### config.mk
export PLATFORM = sky130hd
export DESIGN_NAME = ssf_status_regs
export DESIGN_NICKNAME = d
export VERILOG_FILES = /design/src/inc/ssf_pkg.sv /design/src/ssf_chan_off.sv /design/src/ssf_status_regs.sv /design/src/ssf_w1c_flags.sv
export SDC_FILE = /design/constraint.sdc
export NUM_CORES = 1
export LEC_CHECK = 0
export ABC_AREA = 1
export BUFFER_PORTS_ARGS = -buffer_cell sky130_fd_sc_hd__buf_2
export CORE_MARGIN = 5
export CORE_UTILIZATION = 47
export CTS_BUF_LIST = sky130_fd_sc_hd__clkbuf_4 sky130_fd_sc_hd__clkbuf_8
export DETAILED_ROUTE_END_ITERATION = 8
export GPL_TIMING_DRIVEN = 0
export PLACE_DENSITY = 0.87
export SLEW_MARGIN = 20
export SYNTH_ARGS = -nofsm -noshare
export SYNTH_HDL_FRONTEND = slang
export SYNTH_SLANG_ARGS = --single-unit
### constraint.sdc
create_clock -name sys_clk_in -period 1 [get_ports sys_clk_in]
set_input_delay 0.15 -clock sys_clk_in [delete_from_list [all_inputs] [get_ports sys_clk_in]]
set_output_delay 0.15 -clock sys_clk_in [all_outputs]
set_load 0.02 [all_outputs]
### src/inc/ssf_pkg.sv
package ssf_pkg;

	// Register port geometry.
	localparam int unsigned SSF_ADDR_W = 8;
	localparam int unsigned SSF_DATA_W = 8;
	localparam int unsigned SSF_CHAN_N = 6;
	localparam int unsigned SSF_CODE_W = 8;

	// Register offsets on the management bus.
	localparam logic [7:0] SSF_VENDOR_FAULT_FLAGS_OFS = 8'h24;
	localparam logic [7:0] SSF_MONITOR_PIN_STATE_OFS = 8'h30;
	localparam logic [7:0] SSF_SELFTEST_ECC_INFO_OFS = 8'h31;
	localparam logic [7:0] SSF_CHANNEL_OFF_FLAGS_OFS = 8'h32;

	// Field positions in vendor_fault_flags.
	localparam int unsigned SSF_VF_REGULATOR_BIT = 6;
	localparam int unsigned SSF_VF_OSCILLATOR_BIT = 4;
	localparam int unsigned SSF_VF_ADDR_SHORT_BIT = 3;
	localparam int unsigned SSF_VF_ADDR_OPEN_BIT = 2;

	// Field positions in monitor_pin_state.
	localparam int unsigned SSF_MP_SAFE_STATE_BIT = 7;
	localparam int unsigned SSF_MP_SELFTEST_DONE_BIT = 6;
	localparam int unsigned SSF_MP_SUPPLY_BIT = 5;
	localparam int unsigned SSF_MP_IRQ_BIT = 4;
	localparam int unsigned SSF_MP_SLEEP_BIT = 3;
	localparam int unsigned SSF_MP_ACTIVATION_BIT = 2;
	localparam int unsigned SSF_MP_TAG_BIT = 1;

	// Field positions in selftest_ecc_info.
	localparam int unsigned SSF_TI_SINGLE_BIT = 5;
	localparam int unsigned SSF_TI_DOUBLE_BIT = 4;
	localparam int unsigned SSF_TI_VOLATILE_BIT = 3;
	localparam int unsigned SSF_TI_NONVOLATILE_BIT = 2;
	localparam int unsigned SSF_TI_LOGIC_BIT = 1;
	localparam int unsigned SSF_TI_ANALOG_BIT = 0;

	// Implemented-bit masks; every other position is reserved.
	localparam logic [7:0] SSF_VENDOR_MASK = 8'h5c;
	localparam logic [7:0] SSF_OFF_MASK = 8'h3f;

	// Reset values; the hardware leaves them undefined, zero is used here.
	localparam logic [7:0] SSF_REG_RESET = 8'h00;
	localparam logic SSF_BIT_RESET = 1'b0;

	typedef struct packed {
		logic [7:0] addr;
		logic [7:0] wdata;
		logic wr;
		logic rd;
	} ssf_req_t;

	typedef struct packed {
		logic regulator_fault;
		logic oscillator_fault;
		logic addr_pin_short_fault;
		logic addr_pin_open_fault;
	} ssf_fault_t;

	typedef struct packed {
		logic supply_pin_level;
		logic irq_pin_level;
		logic sleep_pin_level;
		logic activation_pin_level;
		logic tag_pin_level;
	} ssf_pins_t;

	typedef struct packed {
		logic selftest_volatile_fail;
		logic selftest_nonvolatile_fail;
		logic selftest_logic_fail;
		logic selftest_analog_fail;
	} ssf_bist_t;

	typedef enum logic [1:0] {
		SSF_BIST_IDLE = 2'b00,
		SSF_BIST_RUN = 2'b01,
		SSF_BIST_DONE = 2'b10
	} ssf_bist_state_t;

endpackage

### src/ssf_chan_off.sv
`timescale 1ns/100ps
module ssf_chan_off
	import ssf_pkg::*;
#(
	parameter int unsigned CHAN_N = 6,
	parameter int unsigned CODE_W = 8
) (
	input wire logic sys_clk_in,
	input wire logic rst_in,
	input wire logic clk_en_in,
	input wire logic [CHAN_N*CODE_W-1:0] level_in,
	input wire logic [CHAN_N*CODE_W-1:0] off_thr_in,
	output logic [CHAN_N-1:0] below_out
);
	genvar c;
	// Each channel compares its measured code against its own off threshold.
	generate
		for (c = 0; c < CHAN_N; c++) begin : g_chan
			logic below_reg;
			always_ff @(posedge sys_clk_in or posedge rst_in) begin
				if (rst_in) begin
					below_reg <= SSF_BIT_RESET;
				end else if (clk_en_in) begin
					below_reg <= level_in[c*CODE_W +: CODE_W] < off_thr_in[c*CODE_W +: CODE_W];
				end
			end
			assign below_out[c] = below_reg;
		end
	endgenerate

endmodule // ssf_chan_off

### src/ssf_status_regs.sv
`timescale 1ns/100ps
// Overview of operation
// - Regulator fault sets vendor flag bit 6; a host one-write or a reset clears it.
// - Oscillator fault sets vendor flag bit 4; writing one clears it.
// - Address pin short sets bit 3, open sets bit 2; each cleared by one.
// - Monitor bit 7 reads one while in the safe state, else zero.
// - Monitor bit 6 reads one once self-test has completed, else zero.
// - Monitor bit 5 follows the supply pin level.
// - Monitor bit 4 follows the interrupt request pin level.
// - Monitor bit 3 follows the sleep input level.
// - Monitor bit 2 follows the activation input level.
// - Monitor bit 1 follows the rail tagging sync pin level.
// - Info bit 5 reads one if configuration load corrected a single error.
// - Info bit 4 reads one if configuration load found a double error.
// - Info bit 3 is the volatile memory self-test result, one is fail.
// - Info bit 2 is the non-volatile memory self-test result, one is fail.
// - Info bit 1 is the logic self-test result, one is fail.
// - Info bit 0 is the analog self-test result, one is fail.
// - Off flags bits 5 to 0 read one when a channel is below off.
module ssf_status_regs
	import ssf_pkg::*;
#(
	parameter int unsigned CHAN_N = SSF_CHAN_N,
	parameter int unsigned CODE_W = SSF_CODE_W
) (
	input wire logic sys_clk_in,
	input wire logic rst_in,
	input wire logic clk_en_in,
	input wire ssf_req_t reg_req_in,
	output logic [SSF_DATA_W-1:0] rd_data_out,
	output logic rd_valid_out,
	input wire ssf_fault_t fault_in,
	input wire logic safe_state_in,
	input wire ssf_pins_t pins_in,
	input wire logic selftest_start_in,
	input wire logic selftest_done_in,
	input wire ssf_bist_t selftest_result_in,
	input wire logic config_load_done_in,
	input wire logic config_single_corrected_in,
	input wire logic config_double_detected_in,
	input wire logic [CHAN_N*CODE_W-1:0] chan_level_in,
	input wire logic [CHAN_N*CODE_W-1:0] chan_off_thr_in,
	output logic [CHAN_N-1:0] channel_below_off_out,
	output logic selftest_done_state_out
);

	// Decoded register strobes.
	logic hit_vendor;
	logic hit_monitor;
	logic hit_info;
	logic hit_off;
	logic vendor_wr;

	// Flag sources and register images.
	logic [SSF_DATA_W-1:0] vendor_set;
	logic [SSF_DATA_W-1:0] vendor_clr;
	logic [SSF_DATA_W-1:0] vendor_fault_flags;
	logic [SSF_DATA_W-1:0] monitor_pin_state;
	logic [SSF_DATA_W-1:0] selftest_ecc_info;
	logic [SSF_DATA_W-1:0] channel_off_flags;
	logic [CHAN_N-1:0] chan_below;

	// Registered status state.
	logic safe_state_flag_reg;
	ssf_pins_t pins_reg;
	ssf_bist_state_t bist_state_reg;
	ssf_bist_state_t bist_state_next;
	ssf_bist_t bist_result_reg;
	logic config_single_corrected_reg;
	logic config_double_detected_reg;

	// Read path registers.
	logic [SSF_DATA_W-1:0] rd_data_reg;
	logic [SSF_DATA_W-1:0] rd_data_next;
	logic rd_valid_reg;

	// Address decode is exact; anything else is unmapped and reads zero.
	assign hit_vendor = reg_req_in.addr == SSF_VENDOR_FAULT_FLAGS_OFS;
	assign hit_monitor = reg_req_in.addr == SSF_MONITOR_PIN_STATE_OFS;
	assign hit_info = reg_req_in.addr == SSF_SELFTEST_ECC_INFO_OFS;
	assign hit_off = reg_req_in.addr == SSF_CHANNEL_OFF_FLAGS_OFS;

	// Only the vendor register takes writes; the other three are read-only.
	assign vendor_wr = reg_req_in.wr & hit_vendor;

	// Fault detectors feed the sticky flags at their own bit positions.
	always_comb begin
		vendor_set = SSF_REG_RESET;
		vendor_set[SSF_VF_REGULATOR_BIT] = fault_in.regulator_fault;
		vendor_set[SSF_VF_OSCILLATOR_BIT] = fault_in.oscillator_fault;
		vendor_set[SSF_VF_ADDR_SHORT_BIT] = fault_in.addr_pin_short_fault;
		vendor_set[SSF_VF_ADDR_OPEN_BIT] = fault_in.addr_pin_open_fault;
	end

	// A one written to a flag clears it; reserved lanes are masked off.
	always_comb begin
		vendor_clr = SSF_REG_RESET;
		if (vendor_wr) begin
			vendor_clr = reg_req_in.wdata & SSF_VENDOR_MASK;
		end
	end

	// Sticky fault flags with set priority over the host clear.
	ssf_w1c_flags #(
		.WIDTH(SSF_DATA_W),
		.IMPL_MASK(SSF_VENDOR_MASK)
	) u_vendor_flags (
		.sys_clk_in(sys_clk_in),
		.rst_in(rst_in),
		.clk_en_in(clk_en_in),
		.set_in(vendor_set),
		.clr_in(vendor_clr),
		.flags_out(vendor_fault_flags)
	);

	// Per-channel below-off detection.
	ssf_chan_off #(
		.CHAN_N(CHAN_N),
		.CODE_W(CODE_W)
	) u_chan_off (
		.sys_clk_in(sys_clk_in),
		.rst_in(rst_in),
		.clk_en_in(clk_en_in),
		.level_in(chan_level_in),
		.off_thr_in(chan_off_thr_in),
		.below_out(chan_below)
	);

	// The safe state is a live condition, not sticky, so it is resampled
	// every cycle and falls as soon as the device leaves that state.
	always_ff @(posedge sys_clk_in or posedge rst_in) begin
		if (rst_in) begin
			safe_state_flag_reg <= SSF_BIT_RESET;
		end else if (clk_en_in) begin
			safe_state_flag_reg <= safe_state_in;
		end
	end

	// Pin levels are already synchronous, so one register stage suffices.
	// The status therefore trails the pin by exactly one clock.
	always_ff @(posedge sys_clk_in or posedge rst_in) begin
		if (rst_in) begin
			pins_reg <= '0;
		end else if (clk_en_in) begin
			pins_reg <= pins_in;
		end
	end

	// Self-test tracking: a start drops the done state, completion raises it.
	// A done pulse is honoured from any state so a missed start is harmless.
	always_comb begin
		bist_state_next = bist_state_reg;
		unique case (bist_state_reg)
			SSF_BIST_IDLE: begin
				if (selftest_done_in) begin
					bist_state_next = SSF_BIST_DONE;
				end else if (selftest_start_in) begin
					bist_state_next = SSF_BIST_RUN;
				end
			end
			SSF_BIST_RUN: begin
				if (selftest_done_in) begin
					bist_state_next = SSF_BIST_DONE;
				end
			end
			SSF_BIST_DONE: begin
				if (selftest_done_in) begin
					bist_state_next = SSF_BIST_DONE;
				end else if (selftest_start_in) begin
					bist_state_next = SSF_BIST_RUN;
				end
			end
			default: begin
				bist_state_next = SSF_BIST_IDLE;
			end
		endcase
	end

	// Self-test state register.
	always_ff @(posedge sys_clk_in or posedge rst_in) begin
		if (rst_in) begin
			bist_state_reg <= SSF_BIST_IDLE;
		end else if (clk_en_in) begin
			bist_state_reg <= bist_state_next;
		end
	end

	// Results are captured on completion and held until the next one,
	// so software reads a stable verdict between test runs.
	always_ff @(posedge sys_clk_in or posedge rst_in) begin
		if (rst_in) begin
			bist_result_reg <= '0;
		end else if (clk_en_in && selftest_done_in) begin
			bist_result_reg <= selftest_result_in;
		end
	end

	// Correction outcome of the configuration load, held until the next load.
	always_ff @(posedge sys_clk_in or posedge rst_in) begin
		if (rst_in) begin
			config_single_corrected_reg <= SSF_BIT_RESET;
			config_double_detected_reg <= SSF_BIT_RESET;
		end else if (clk_en_in && config_load_done_in) begin
			config_single_corrected_reg <= config_single_corrected_in;
			config_double_detected_reg <= config_double_detected_in;
		end
	end

	// Monitor register image; bit 0 is reserved and stays zero.
	always_comb begin
		monitor_pin_state = SSF_REG_RESET;
		monitor_pin_state[SSF_MP_SAFE_STATE_BIT] = safe_state_flag_reg;
		monitor_pin_state[SSF_MP_SELFTEST_DONE_BIT] = bist_state_reg == SSF_BIST_DONE;
		monitor_pin_state[SSF_MP_SUPPLY_BIT] = pins_reg.supply_pin_level;
		monitor_pin_state[SSF_MP_IRQ_BIT] = pins_reg.irq_pin_level;
		monitor_pin_state[SSF_MP_SLEEP_BIT] = pins_reg.sleep_pin_level;
		monitor_pin_state[SSF_MP_ACTIVATION_BIT] = pins_reg.activation_pin_level;
		monitor_pin_state[SSF_MP_TAG_BIT] = pins_reg.tag_pin_level;
	end

	// Test information image; bits 7 and 6 are reserved.
	always_comb begin
		selftest_ecc_info = SSF_REG_RESET;
		selftest_ecc_info[SSF_TI_SINGLE_BIT] = config_single_corrected_reg;
		selftest_ecc_info[SSF_TI_DOUBLE_BIT] = config_double_detected_reg;
		selftest_ecc_info[SSF_TI_VOLATILE_BIT] =
			bist_result_reg.selftest_volatile_fail;
		selftest_ecc_info[SSF_TI_NONVOLATILE_BIT] =
			bist_result_reg.selftest_nonvolatile_fail;
		selftest_ecc_info[SSF_TI_LOGIC_BIT] = bist_result_reg.selftest_logic_fail;
		selftest_ecc_info[SSF_TI_ANALOG_BIT] = bist_result_reg.selftest_analog_fail;
	end

	// Channel flags sit in the low bits; the upper two lanes read zero.
	always_comb begin
		channel_off_flags = SSF_REG_RESET;
		channel_off_flags[CHAN_N-1:0] = chan_below;
		channel_off_flags = channel_off_flags & SSF_OFF_MASK;
	end

	// Read multiplexer; an unmapped address answers with zero data.
	always_comb begin
		rd_data_next = SSF_REG_RESET;
		if (hit_vendor) begin
			rd_data_next = vendor_fault_flags;
		end else if (hit_monitor) begin
			rd_data_next = monitor_pin_state;
		end else if (hit_info) begin
			rd_data_next = selftest_ecc_info;
		end else if (hit_off) begin
			rd_data_next = channel_off_flags;
		end
	end

	// Read data is registered and held until the next read, so the serial
	// engine may shift it out over many bit times without it moving.
	always_ff @(posedge sys_clk_in or posedge rst_in) begin
		if (rst_in) begin
			rd_data_reg <= SSF_REG_RESET;
		end else if (clk_en_in && reg_req_in.rd) begin
			rd_data_reg <= rd_data_next;
		end
	end

	// Read completion pulse, one clock after the request was taken.
	always_ff @(posedge sys_clk_in or posedge rst_in) begin
		if (rst_in) begin
			rd_valid_reg <= SSF_BIT_RESET;
		end else if (clk_en_in) begin
			rd_valid_reg <= reg_req_in.rd;
		end
	end

	// Output drive.
	assign rd_data_out = rd_data_reg;
	assign rd_valid_out = rd_valid_reg;
	assign channel_below_off_out = chan_below;
	assign selftest_done_state_out = bist_state_reg == SSF_BIST_DONE;

endmodule // ssf_status_regs

### src/ssf_w1c_flags.sv
`timescale 1ns/100ps
module ssf_w1c_flags
	import ssf_pkg::*;
#(
	parameter int unsigned WIDTH = 8,
	parameter logic [WIDTH-1:0] IMPL_MASK = '1
) (
	input wire logic sys_clk_in,
	input wire logic rst_in,
	input wire logic clk_en_in,
	input wire logic [WIDTH-1:0] set_in,
	input wire logic [WIDTH-1:0] clr_in,
	output logic [WIDTH-1:0] flags_out
);
	genvar i;
	// One sticky flag per implemented bit; reserved bits are constant zero.
	generate
		for (i = 0; i < WIDTH; i++) begin : g_bit
			if (IMPL_MASK[i]) begin : g_impl
				logic flag_reg;
				// Set wins over clear so an event in the clearing cycle is kept.
				always_ff @(posedge sys_clk_in or posedge rst_in) begin
					if (rst_in) begin
						flag_reg <= SSF_BIT_RESET;
					end else if (clk_en_in) begin
						flag_reg <= set_in[i] | (flag_reg & ~clr_in[i]);
					end
				end
				assign flags_out[i] = flag_reg;
			end else begin : g_rsvd
				assign flags_out[i] = 1'b0;
			end
		end
	endgenerate

endmodule // ssf_w1c_flags

## Word-level counts from Yosys, hierarchy flattened

Index checks and enable logic that the tools add are counted.

| storage, ports and cells | value |
|---|---|
| bits in registers | 33 |
| output and inout port bits | 16 |
| word-level logic and storage cells | 67 |

| operators by class | value |
|---|---|
| $lt $le $gt $ge | 6 |
| equal/unequal tests | 8 |
| multiplexer cells | 9 |
| bitwise operators | 13 |
| reductions and logical operators | 6 |

Operators with widths:

| cell | count |
|---|---|
| $lt A8 B8 Y1 | 6 |
| $eq A8 B6 Y1 const B | 4 |
| $mux W8 | 2 |
| $mux W6 | 2 |
| $mux W7 | 1 |
| $mux W2 | 3 |
| $and A1 B1 Y1 | 5 |
| $not A1 Y1 | 4 |
| $or A1 B1 Y1 | 4 |
| $pmux W2 S2 | 1 |
| $logic_and A1 B1 Y1 | 3 |
| $ne A3 B1 Y1 const B | 1 |
| $reduce_and A3 Y1 | 1 |
| $eq A2 B1 Y1 const B | 1 |
| $eq A2 B2 Y1 const B | 1 |
| $logic_not A2 Y1 | 1 |
| $ne A2 B2 Y1 const B | 1 |
| $reduce_or A2 Y1 | 1 |

## Depth between registers and ports, before layout

Gate-level depths: netlist (run 1).

| depth | value |
|---|---|
| depth after elaboration | 6 |
| depth in mapped cells | 9 |

## Cells and area by module

From an unflattened synthesis (run 1), not the netlist that was laid out.

| second synthesis, totals | value |
|---|---|
| cells, all modules | 406 |
| area total of the unflattened synthesis | 2922.8 sq um |

Modules (own cells, without submodules):

| module | times used | cells an instance | area an instance (sq um) | sequential area each (sq um) |
|---|---|---|---|---|
| ssf_chan_off | 1 | 225 | 1403.8 | 150.1 |
| ssf_status_regs | 1 | 150 | 1286.2 | 575.6 |
| ssf_w1c_flags | 1 | 31 | 232.7 | 100.1 |

## Worst setup path after synthesis (run 1)

Ideal clock, no wire load.

| timing path | value |
|---|---|
| path kind | reg-to-reg |
| start | register bist_state_reg[0] |
| end | register rd_data_reg[6] (netlist: rd_data_out[6]) |
| setup time | 0.065 ns |
| arrival time | 1.011 ns |
| required time | 0.935 ns |
| path slack | -0.076 ns |
| stages on the path, launching flop included | 6 |
| buffers on the path | 0 |
| period minus slack after synthesis | 1.076 ns |
| path through | dfrtp_1 -> nor2_1 -> nand3_1 -> nand2_1 -> nand2_1 -> nand2_1 |

| on the way | value |
|---|---|
| longest elaborated chain between the ends | 3 |

RTL lines:

| item | RTL line | text |
|---|---|---|
| from (decl) | ssf_status_regs.sv:66 | `ssf_bist_state_t bist_state_reg;` |
| from (signal assigned) | ssf_status_regs.sv:184 | `bist_state_reg <= bist_state_next;` |
| $eq A2 B2 Y1 | - |  |
| named net selftest_done_state_out | ssf_status_regs.sv:44 | `output logic selftest_done_state_out` |
| $mux W8 | ssf_status_regs.sv:246 | `end else if (hit_monitor) begin` |
| $mux W8 | ssf_status_regs.sv:244 | `if (hit_vendor) begin` |
| to (signal assigned) | ssf_status_regs.sv:261 | `rd_data_reg <= rd_data_next;` |
| to (decl) | ssf_status_regs.sv:73 | `logic [SSF_DATA_W-1:0] rd_data_reg;` |

The timed path passes the listed nets, and every way through them passes these cells.
A chain may end at the register's enable or synchronous reset.

## Worst setup path after layout (run 1)

| timing path | value |
|---|---|
| start | register bist_state_reg[1] |
| end | output port selftest_done_state_out |

| on the way | value |
|---|---|
| longest elaborated chain between the ends | 1 |

RTL lines:

| item | RTL line | text |
|---|---|---|
| $eq A2 B2 Y1 | ssf_status_regs.sv:278 | `assign selftest_done_state_out = bist_state_reg == SSF_BIST_DONE;` |
| to (decl) | ssf_status_regs.sv:44 |  |

No other way between the ends.

==> results of run 1 <==
## Yosys cell counts
cell      count  area share
ha_1         42        0.18
inv_2         2      0.0026
nand4_1       3      0.0066
a21oi_1      19       0.033
buf_4         6       0.016
or2_2         1      0.0022
o211ai_1      5       0.013
nor2_4        1      0.0039
nand3_1      17       0.030
mux2_2        6       0.024
nand2_2       3      0.0066
o21a_1        6       0.016
dfrtp_1      33        0.29
nand2_1     145        0.19
o211ai_2      1      0.0044
buf_6         1      0.0039
nor3_4        1      0.0057
clkbuf_1      1      0.0013
inv_1        78        0.10
nor2_1       24       0.032
nand3_2       1      0.0035
buf_2         4      0.0070
nand2_4       1      0.0039
o21bai_1      1      0.0026
nor2_2        4      0.0088
o21ai_0       2      0.0035
nor3_1        2      0.0035
## cell families after synthesis
logic type / Yosys count
AO/OA/AOI/OAI: 34
adder cells (fa/ha/maj): 42
buffers and inverters: 92
flip-flops: 33
multiplexers: 6
AND/OR/NAND/NOR: 203
## worst min path at each step
stage               start                             end  cells after the start
2_1_floorplan  pins_in[3]            monitor_pin_state[4]                      2
3_3_place_gp   pins_in[3]            monitor_pin_state[4]                      3
3_5_place_dp       rst_in  u_chan_off.g_chan[2].below_reg                      2
4_1_cts            rst_in  u_chan_off.g_chan[2].below_reg                      2
5_1_grt            rst_in  u_chan_off.g_chan[2].below_reg                      2
6_report           rst_in  u_chan_off.g_chan[2].below_reg                      2
## metrics by stage
| stage | instances | util | total power, mW |
|---|---|---|---|
| floorplan | 410 | - | 2.24 |
| global placement | 631 | 0.622 | 2.67 |
| detailed placement | 631 | 0.622 | 2.73 |
| CTS | 643 | 0.653 | 3.90 |
| global route | 644 | 0.663 | 4.16 |
| finish | 644 | 0.663 | 3.91 |
## power groups by stage
stage | Combinational (mW) | Sequential (mW) | Clock [mW]
global placement | 1.10 | 1.57 | 0
finish | 1.34 | 1.54 | 1.02
detailed placement | 1.16 | 1.57 | 0
CTS | 1.32 | 1.54 | 1.04
global route | 1.51 | 1.56 | 1.09
floorplan | 0.687 | 1.56 | 0
## routing by layer
layer	share of wire	global-route usage
met4	0.013	0.0502
met1	0.37	0.221
met5	0	0
met3	0.093	0.0508
met2	0.53	0.415
## layout make-up
class	count	area (µm²)
Timing Repair Buffer	157	876
Sequential cell	33	826
Inverter	80	300
Buffer	7	46.3
Multi-Input combinational cell	285	1690
Clock buffer	7	90.1
Tap cell	75	93.8
Fill cell	528	2000
## what timing repair did
action                                 CTS  global route
resized for setup                       19            12
cloned                                   0             0
setup buffers                           10             2
endpoints found under the hold margin   33             0
pin swaps                                3             4
setup endpoints to repair                7            15
==> metrics.txt, run 1 <==
Mapped Avg Cell Area 6.96 µm²; CP max-delay cell dfrtp_1; Design Area, Final 3920 µm²; reg-to-reg startpoint bist_state_reg[0]; Core Rows 28; critical path arrival 940 ps; ANT nets after route 0; DRT iter0 DRCs 118; area post-placement 3680 µm²; Ports 152; Placeable Area 5920 µm²; all-layer global routing usage 0.210; hpwl dp 6.61 mm; end of the critical path selftest_done_state_out; Min Hold Slack -35.1 ps; gp weighted congestion 0.824; worst hold path type input port to async pin; leakage power figure 2.48 nW; # Max-Cap Violations 0; reg-to-reg endpoint bist_state_reg[0]; Slew HR 0.553; commonest non-fill, non-tap cell in the layout nand2_1; Power Dens Cells 996 nW/µm²; Synth Area in Simple Gates 0.297; post-synthesis to final-layout area growth 37.5%; Pint 2.69 mW; max reg flops 8; DIE AREA 7730 µm²; Vias per Instance 4.77; Worst setup SP type flop; Layout Nets 747; first drt pass iteration count 4; Chip Width 87.9 µm; mux contribution to synthesized area 0.0237; GRT Residual Overflow 0; crit end category output port; mapped cell area 2850 µm²; H-tree Lvls 2; largest family of logic cells by synthesized area simple AND/OR/NAND/NOR gates; dpl ws -200 ps; min Tclk post-route 1090 ps; antenna violations before repair 0; adder-cell area share of the yosys netlist 0.184; failing checks hold timing, setup timing; clk_skew 3.06 ps; crit path buf inv count 2; Post-Syn Nets 588; combinational share of power 0.343; Starting Density 0.482; R2R cell count 6; CTS sink cnt 33; Synth Area in Compound Gates 0.0728; Cell Chain, Critical Path inv_2 > nor2_4 > buf_6; commonest cells after routing, fill and taps aside nand2_1, buf_2, inv_1, ha_1, dfrtp_1; area share of xor/xnor cells in the synthesized design 0; Synth Warn # 0; clock buffer depth 2; max-slew violation count 0; WL/cell 12.5 µm; Worst VDD drop 0.598 mV; fin crit share 1.09; Crit Path Class flop to output port; status finished with violations; fmax 916 MHz; Port Buffers 146; Reg clk slew, reported paths 60 ps; sequential fraction of the synthesis area 0.289; CP max stage delay 360 ps; sequential power share 0.395; worst skew pair latency 280 ps; Clock Power Share 0.262; layout cells sized above 1 0.348; family with the most delay on the worst path flip-flops; Sw Pwr 1.21 mW; Reg2Reg Setup Slack -90 ps; gate count after technology mapping 410; CTS tree built; root buf cell clkbuf_8; DR DRC count 0; Final Hold Viols 33; stages on the worst setup path 3; setup violators final 4; Worst-Margin Slew 670 ps; Die H 87.9 µm; total negative slack -272 ps; unrepaired setup endpoints after global routing yes; vias 3075; TritonCTS Buffers 5; required time of the worst setup path 850 ps; synthesis-stage register bit count 33; largest net degree at the start of global routing 34; Yosys cell types 27; vias in the first global route 3203; DRT Wirelength 8.08 mm; Crit Path Max Fanout 2; CP Launch Point bist_state_reg[1]; Inserted Diodes 0; final worst slack -91.2 ps; Net Sw Frac 0.311; first-pass GRT wire length 13.0 mm
Power figures use the tool's default switching activity.
==> run 2: changes to the inputs <==
==> constraint.sdc (replaced) <==
create_clock -name sys_clk_in -period 1 [get_ports sys_clk_in]
set_input_delay 0.15 -clock sys_clk_in [delete_from_list [all_inputs] [get_ports sys_clk_in]]
set_output_delay 0.15 -clock sys_clk_in [all_outputs]
set_load 0.05 [all_outputs]
==> run 2 against run 1 <==
Compared with the run above: the flow still finishes with violations (hold timing, setup timing); critical path depth down 1; design area up 1.9%; sequential share of layout area down 0.33 points; critical path type unchanged; power grew 4.5%; clock-buffer cell count grew 1; largest cell class unchanged; clock skew about the same; critical endpoint unchanged; sequential power is essentially flat.
==> metrics.txt, run 2 (synthesized netlist as in run 1, its figures left out) <==
Non-Filler Instances 645 (+0.16%); cell count after placement 631 (unchanged); grt met1 use 0.206 (-0.0143); Chip Width 87.9 µm (unchanged); Worst-Margin Slew 676 ps (+5.67 ps); WL/cell 12.0 µm (-4.7%); Min Hold Slack -31.4 ps (+3.77 ps); Vias per Instance 4.77 (-0.16%); # Max-Cap Violations 0 (unchanged); max reg flops 8 (unchanged); final core utilization 0.675 (+0.0125); TritonCTS Buffers 5 (unchanged); Pwr Total 4.08 mW (+4.5%); Crit Path Max Fanout 2 (unchanged); GRT Residual Overflow 0 (unchanged); post-synthesis to final-layout area growth 40.1%; Core Rows 28 (unchanged); Worst setup SP type flop; Die H 87.9 µm (unchanged); failing checks hold timing, setup timing; max-slew violation count 0 (unchanged); leakage power figure 2.50 nW (+0.57%); Placeable Area 5920 µm² (unchanged); commonest cells after routing, fill and taps aside nand2_1, buf_2, inv_1, ha_1, dfrtp_1; Worst VDD drop 0.795 mV (+33%); first-pass GRT wire length 12.5 mm (-3.6%); clk_skew 3.50 ps (+0.434 ps); area of the multi-input gates 1690 µm² (-0.37%); layout cells sized above 1 0.356 (+0.00816); Starting Density 0.482 (unchanged); DRT Wirelength 7.71 mm (-4.5%); sequential cell area 828 µm² (+0.30%); Slew HR 0.549 (-0.00379); Power Dens Cells 1020 nW/µm² (+2.5%); min Tclk post-route 1130 ps (+41.6 ps); fin crit share 1.13 (+0.0416); met2 Use GR 0.396 (-0.0192); CTS sink cnt 33 (unchanged); vias 3075 (unchanged); fmax 883 MHz (-3.7%); Pint 2.76 mW (+2.6%); Top Usage Layer GRT met2; Port Buffers 146 (unchanged); sequential power share 0.379 (-0.016); hpwl dp 6.47 mm (-2.2%); vias in the first global route 3126 (-2.4%); Clock Power Share 0.249 (-0.013); Layout Nets 747 (unchanged); first drt pass iteration count 4 (unchanged); combinational share of power 0.372 (+0.029); crit end category output port; gp weighted congestion 0.849 (+3.0%); antenna violations before repair 0 (unchanged); root buf cell clkbuf_8; final worst slack -133 ps (-41.7 ps); DIE AREA 7730 µm² (unchanged); Ports 152 (unchanged); Final Hold Viols 33 (unchanged); met3 Usage GRT 0.0517 (+0.000941); H-tree Lvls 2 (unchanged); clock buffer depth 2 (unchanged); largest net degree at the start of global routing 34 (unchanged); total negative slack -427 ps (-155 ps); Sw Pwr 1.32 mW (+8.6%); setup violators final 6 (+2); Net Sw Frac 0.323 (+0.0123); required time of the worst setup path 850 ps (about the same); # fillers 522 (-1.1%); Inserted Diodes 0 (unchanged); critical path arrival 980 ps (+40 ps); status finished with violations; Reg clk slew, reported paths 60 ps (about the same); ANT nets after route 0 (unchanged); unrepaired setup endpoints after global routing yes; CTS tree built; Crit Path Class flop to output port; commonest non-fill, non-tap cell in the layout nand2_1; all-layer global routing usage 0.202 (-0.00794); worst skew pair latency 280 ps (about the same); DR DRC count 0 (unchanged); DRT iter0 DRCs 103 (-13%); Reg2Reg Setup Slack -90 ps (about the same); worst hold path type input port to async pin
-- run 2: changes by cell type in the layout (fill, tap and decap cells not counted), sizes merged --
cell | previous run | this run
clkbuf | 8 | 9
-- run 2: repair_timing --
| action | in CTS | in global routing |
|---|---|---|
| pin swaps | 3 | 7 |
| endpoints found under the setup margin | 16 | 17 |
| buffers inserted | 9 | 3 |
| endpoints found under the hold margin | 17 | 0 |
| resized for setup | 44 | 8 |
-- run 2: path summary, 6_finish.rpt --
check,from,end,depth (start not counted)
setup / recovery,bist_state_reg[0],selftest_done_state_out,2
max in group asynchronous,rst_in,rd_data_out[4],2
setup reg to reg,bist_state_reg[1],rd_data_out[6],8
hold reg to reg,monitor_pin_state[2],monitor_pin_state[2],2
min in group sys_clk_in,fault_in[2],u_vendor_flags.g_bit[4].g_impl.flag_reg,3
hold / removal,rst_in,u_chan_off.g_chan[4].below_reg,2
-- run 2: routing by layer --
metal  vias up  wire (µm)
met2       113       4150
met1      1372       2810
li1       1578          -
met3        12        613
met4         0        146
met5         -          0
-- run 2: final cells by class --
| cell class | count | share of cell area |
|---|---|---|
| clock buffer | 8 | 0.0228 |
| timing repair buffer | 157 | 0.238 |
| sequential | 33 | 0.207 |
| inverter | 80 | 0.0751 |
| multi-input combinational | 285 | 0.422 |
| buffer | 7 | 0.0116 |
| tap | 75 | 0.0235 |
-- run 2: through the flow --
stage               setup slack, ps  area, µm²  hold WS, ps
floorplan                     -31.5       2870          262
detailed placement             -162       3690          296
global route                   -167       4000         41.9
CTS                            -140       3950        -5.03
finish                         -133       4000        -31.4
global placement               -368       3690          355
-- run 2: power groups by stage --
stage	combinational, mW	clock, mW	sequential, mW
after floorplan	0.802	0	1.59
after global placement	1.24	0	1.57
after detailed placement	1.29	0	1.58
after CTS	1.49	1.04	1.55
after global routing	1.70	1.10	1.56
final	1.52	1.01	1.55
-- run 2: critical path: stages, from the launching register on --
cell and delay (ps):
dfrtp_2 420, nor2_4 130, buf_8 150
==> run 3: changes to the inputs <==
clock period = 1.15 ns   (was 1 ns; I/O delays follow)
==> run 3 against run 2 <==
Compared with the run above: the run still ends with hold timing, setup timing left; clock power is 11% lower; clock skew is 1.4 ps higher; register-to-register slack better by 160 ps; core utilization is 1.6 points lower; wire length is 1.9% lower; sequential share of layout area is 0.49 points higher; critical path type unchanged; highest routed layer unchanged.
==> metrics.txt, run 3 (synthesized netlist as in run 1, its figures left out) <==
Starting Density 0.482 (unchanged); layout cells sized above 1 0.349 (-0.00763); vias in the first global route 3089 (-1.2%); CTS tree built; commonest non-fill, non-tap cell in the layout nand2_1; DRT iter0 DRCs 128 (+24%); Cell Chain, Critical Path nor2_4 > buf_8; largest net degree at the start of global routing 34 (unchanged); Crit Path Max Fanout 2 (unchanged); DR DRC count 0 (unchanged); Crit Path Class flop to output port; min Tclk post-route 1160 ps; Worst-Margin Slew 690 ps (+14.1 ps); all-layer global routing usage 0.205 (+0.00219); CP max stage delay 410 ps (about the same); first-pass GRT wire length 12.7 mm (+1.7%); number of hold buffers added after cts 0; crit end category output port; reg-to-reg endpoint bist_state_reg[0]; post-synthesis to final-layout area growth 36.7%; area post-placement 3690 µm² (about the same); Design Area, Final 3900 µm² (-2.4%); # Max-Cap Violations 0 (unchanged); R2R cell count 6 (-2); Power Dens Cells 903 nW/µm² (-12%); max-slew violation count 0 (unchanged); Port Buffers 146 (unchanged); worst hold path type input port to async pin; leakage power figure 2.49 nW (-0.36%); DRT Wirelength 7.56 mm (-1.9%); vias 3024 (-1.7%); family with the most delay on the worst path flip-flops; antenna violations before repair 0 (unchanged); Non-Filler Instances 646 (+0.16%); DIE AREA 7730 µm² (unchanged); critical path arrival 990 ps (about the same); first drt pass iteration count 4 (unchanged); root buf cell clkbuf_8; Worst VDD drop 0.661 mV (-17%); Layout Nets 749 (+0.27%); final worst slack -11.4 ps (+121 ps); dpl ws -57.6 ps (+104 ps); fmax 861 MHz; Min Hold Slack -7.67 ps (+23.7 ps); failing checks hold timing, setup timing; CP max-delay cell dfrtp_1; crit path buf inv count 1 (unchanged); Final Hold Viols 11 (-67%); Core Rows 28 (unchanged); Slew HR 0.539 (-0.00939); hpwl dp 6.37 mm (-1.5%); Chip Width 87.9 µm (unchanged); Ports 152 (unchanged); gp weighted congestion 0.824 (-3.0%); Inserted Diodes 0 (unchanged); unrepaired setup endpoints after global routing yes; setup violators final 1 (-5); fin crit share 1.01; Die H 87.9 µm (unchanged); clk_skew 4.91 ps (+1.41 ps); cell count after placement 631 (unchanged); worst skew pair latency 280 ps (about the same); reg-to-reg startpoint bist_state_reg[0]; Reg2Reg Setup Slack 70 ps (+160 ps); Placeable Area 5920 µm² (unchanged); ANT nets after route 0 (unchanged); WL/cell 11.7 µm (-2.1%); total negative slack -11.4 ps (+415 ps); status finished with violations; max reg flops 8 (unchanged); CTS sink cnt 33 (unchanged); GRT Residual Overflow 0 (unchanged); Vias per Instance 4.68 (-1.8%); H-tree Lvls 2 (unchanged); commonest cells after routing, fill and taps aside nand2_1, buf_2, inv_1, ha_1, dfrtp_1; Worst setup SP type flop; Reg clk slew, reported paths 70 ps (about the same); clock buffer depth 2 (unchanged); TritonCTS Buffers 5 (unchanged); required time of the worst setup path 980 ps (+130 ps)
[run 3: cell count changes in the layout (fill, tap and decap cells not counted), moves of 2 or more]
cell / before / now
buf_2: 134 / 143
buf_4: 9 / 14
buf_6: 13 / 5
buf_8: 6 / 3
clkbuf_4: 3 / 1
nand2_1: 143 / 145
nand2_2: 5 / 3
nand3_1: 15 / 17
nand3_2: 3 / 1
[run 3: repair_timing]
action / in CTS / in global routing
gates resized for setup: 12 / 9
endpoints found under the setup margin: 7 / 8
setup buffers: 7 / 3
[run 3: worst max path at each step]
stage | from | endpoint | cells past startpoint
3_5_place_dp | reg_req_in[10] | rd_data_out[5] | 9
3_3_place_gp | rst_in | rd_data_out[4] | 2
6_report | bist_state_reg[0] | selftest_done_state_out | 2
2_1_floorplan | rd_data_out[4] | rd_data_out[4] | 3
5_1_grt | bist_state_reg[1] | selftest_done_state_out | 3
4_1_cts | bist_state_reg[0] | selftest_done_state_out | 2
[run 3: routing by layer]
metal / wire length (µm) / track usage / part of all wire / vias up
li1: - / - / - / 1586
met1: 2920 / 0.232 / 0.39 / 1330
met2: 3860 / 0.378 / 0.51 / 97
met3: 672 / 0.0574 / 0.089 / 11
met4: 109 / 0.0488 / 0.014 / 0
met5: 0 / 0 / 0 / -
[run 3: metrics by stage]
stage | utilization | power [mW]
final | 0.659 | 3.52
after global routing | 0.659 | 3.77
after CTS | 0.653 | 3.50
after detailed placement | 0.623 | 2.49
after global placement | 0.623 | 2.44
after floorplan | - | 2.07
[run 3: report_power, final]
group	switching [mW]	internal, mW	leakage [nW]
registers	0.0715	1.27	0.396
clock network	0.400	0.498	0.0477
logic	0.685	0.601	2.05
[run 3: layout make-up]
type / count / area [µm²]
clock buffer: 7 / 90.1
sequential: 33 / 827
multi-input combinational: 285 / 1660
timing repair buffer: 156 / 861
inverter: 80 / 300
tap: 75 / 93.8
buffer: 10 / 65.1
fill: 527 / 2020
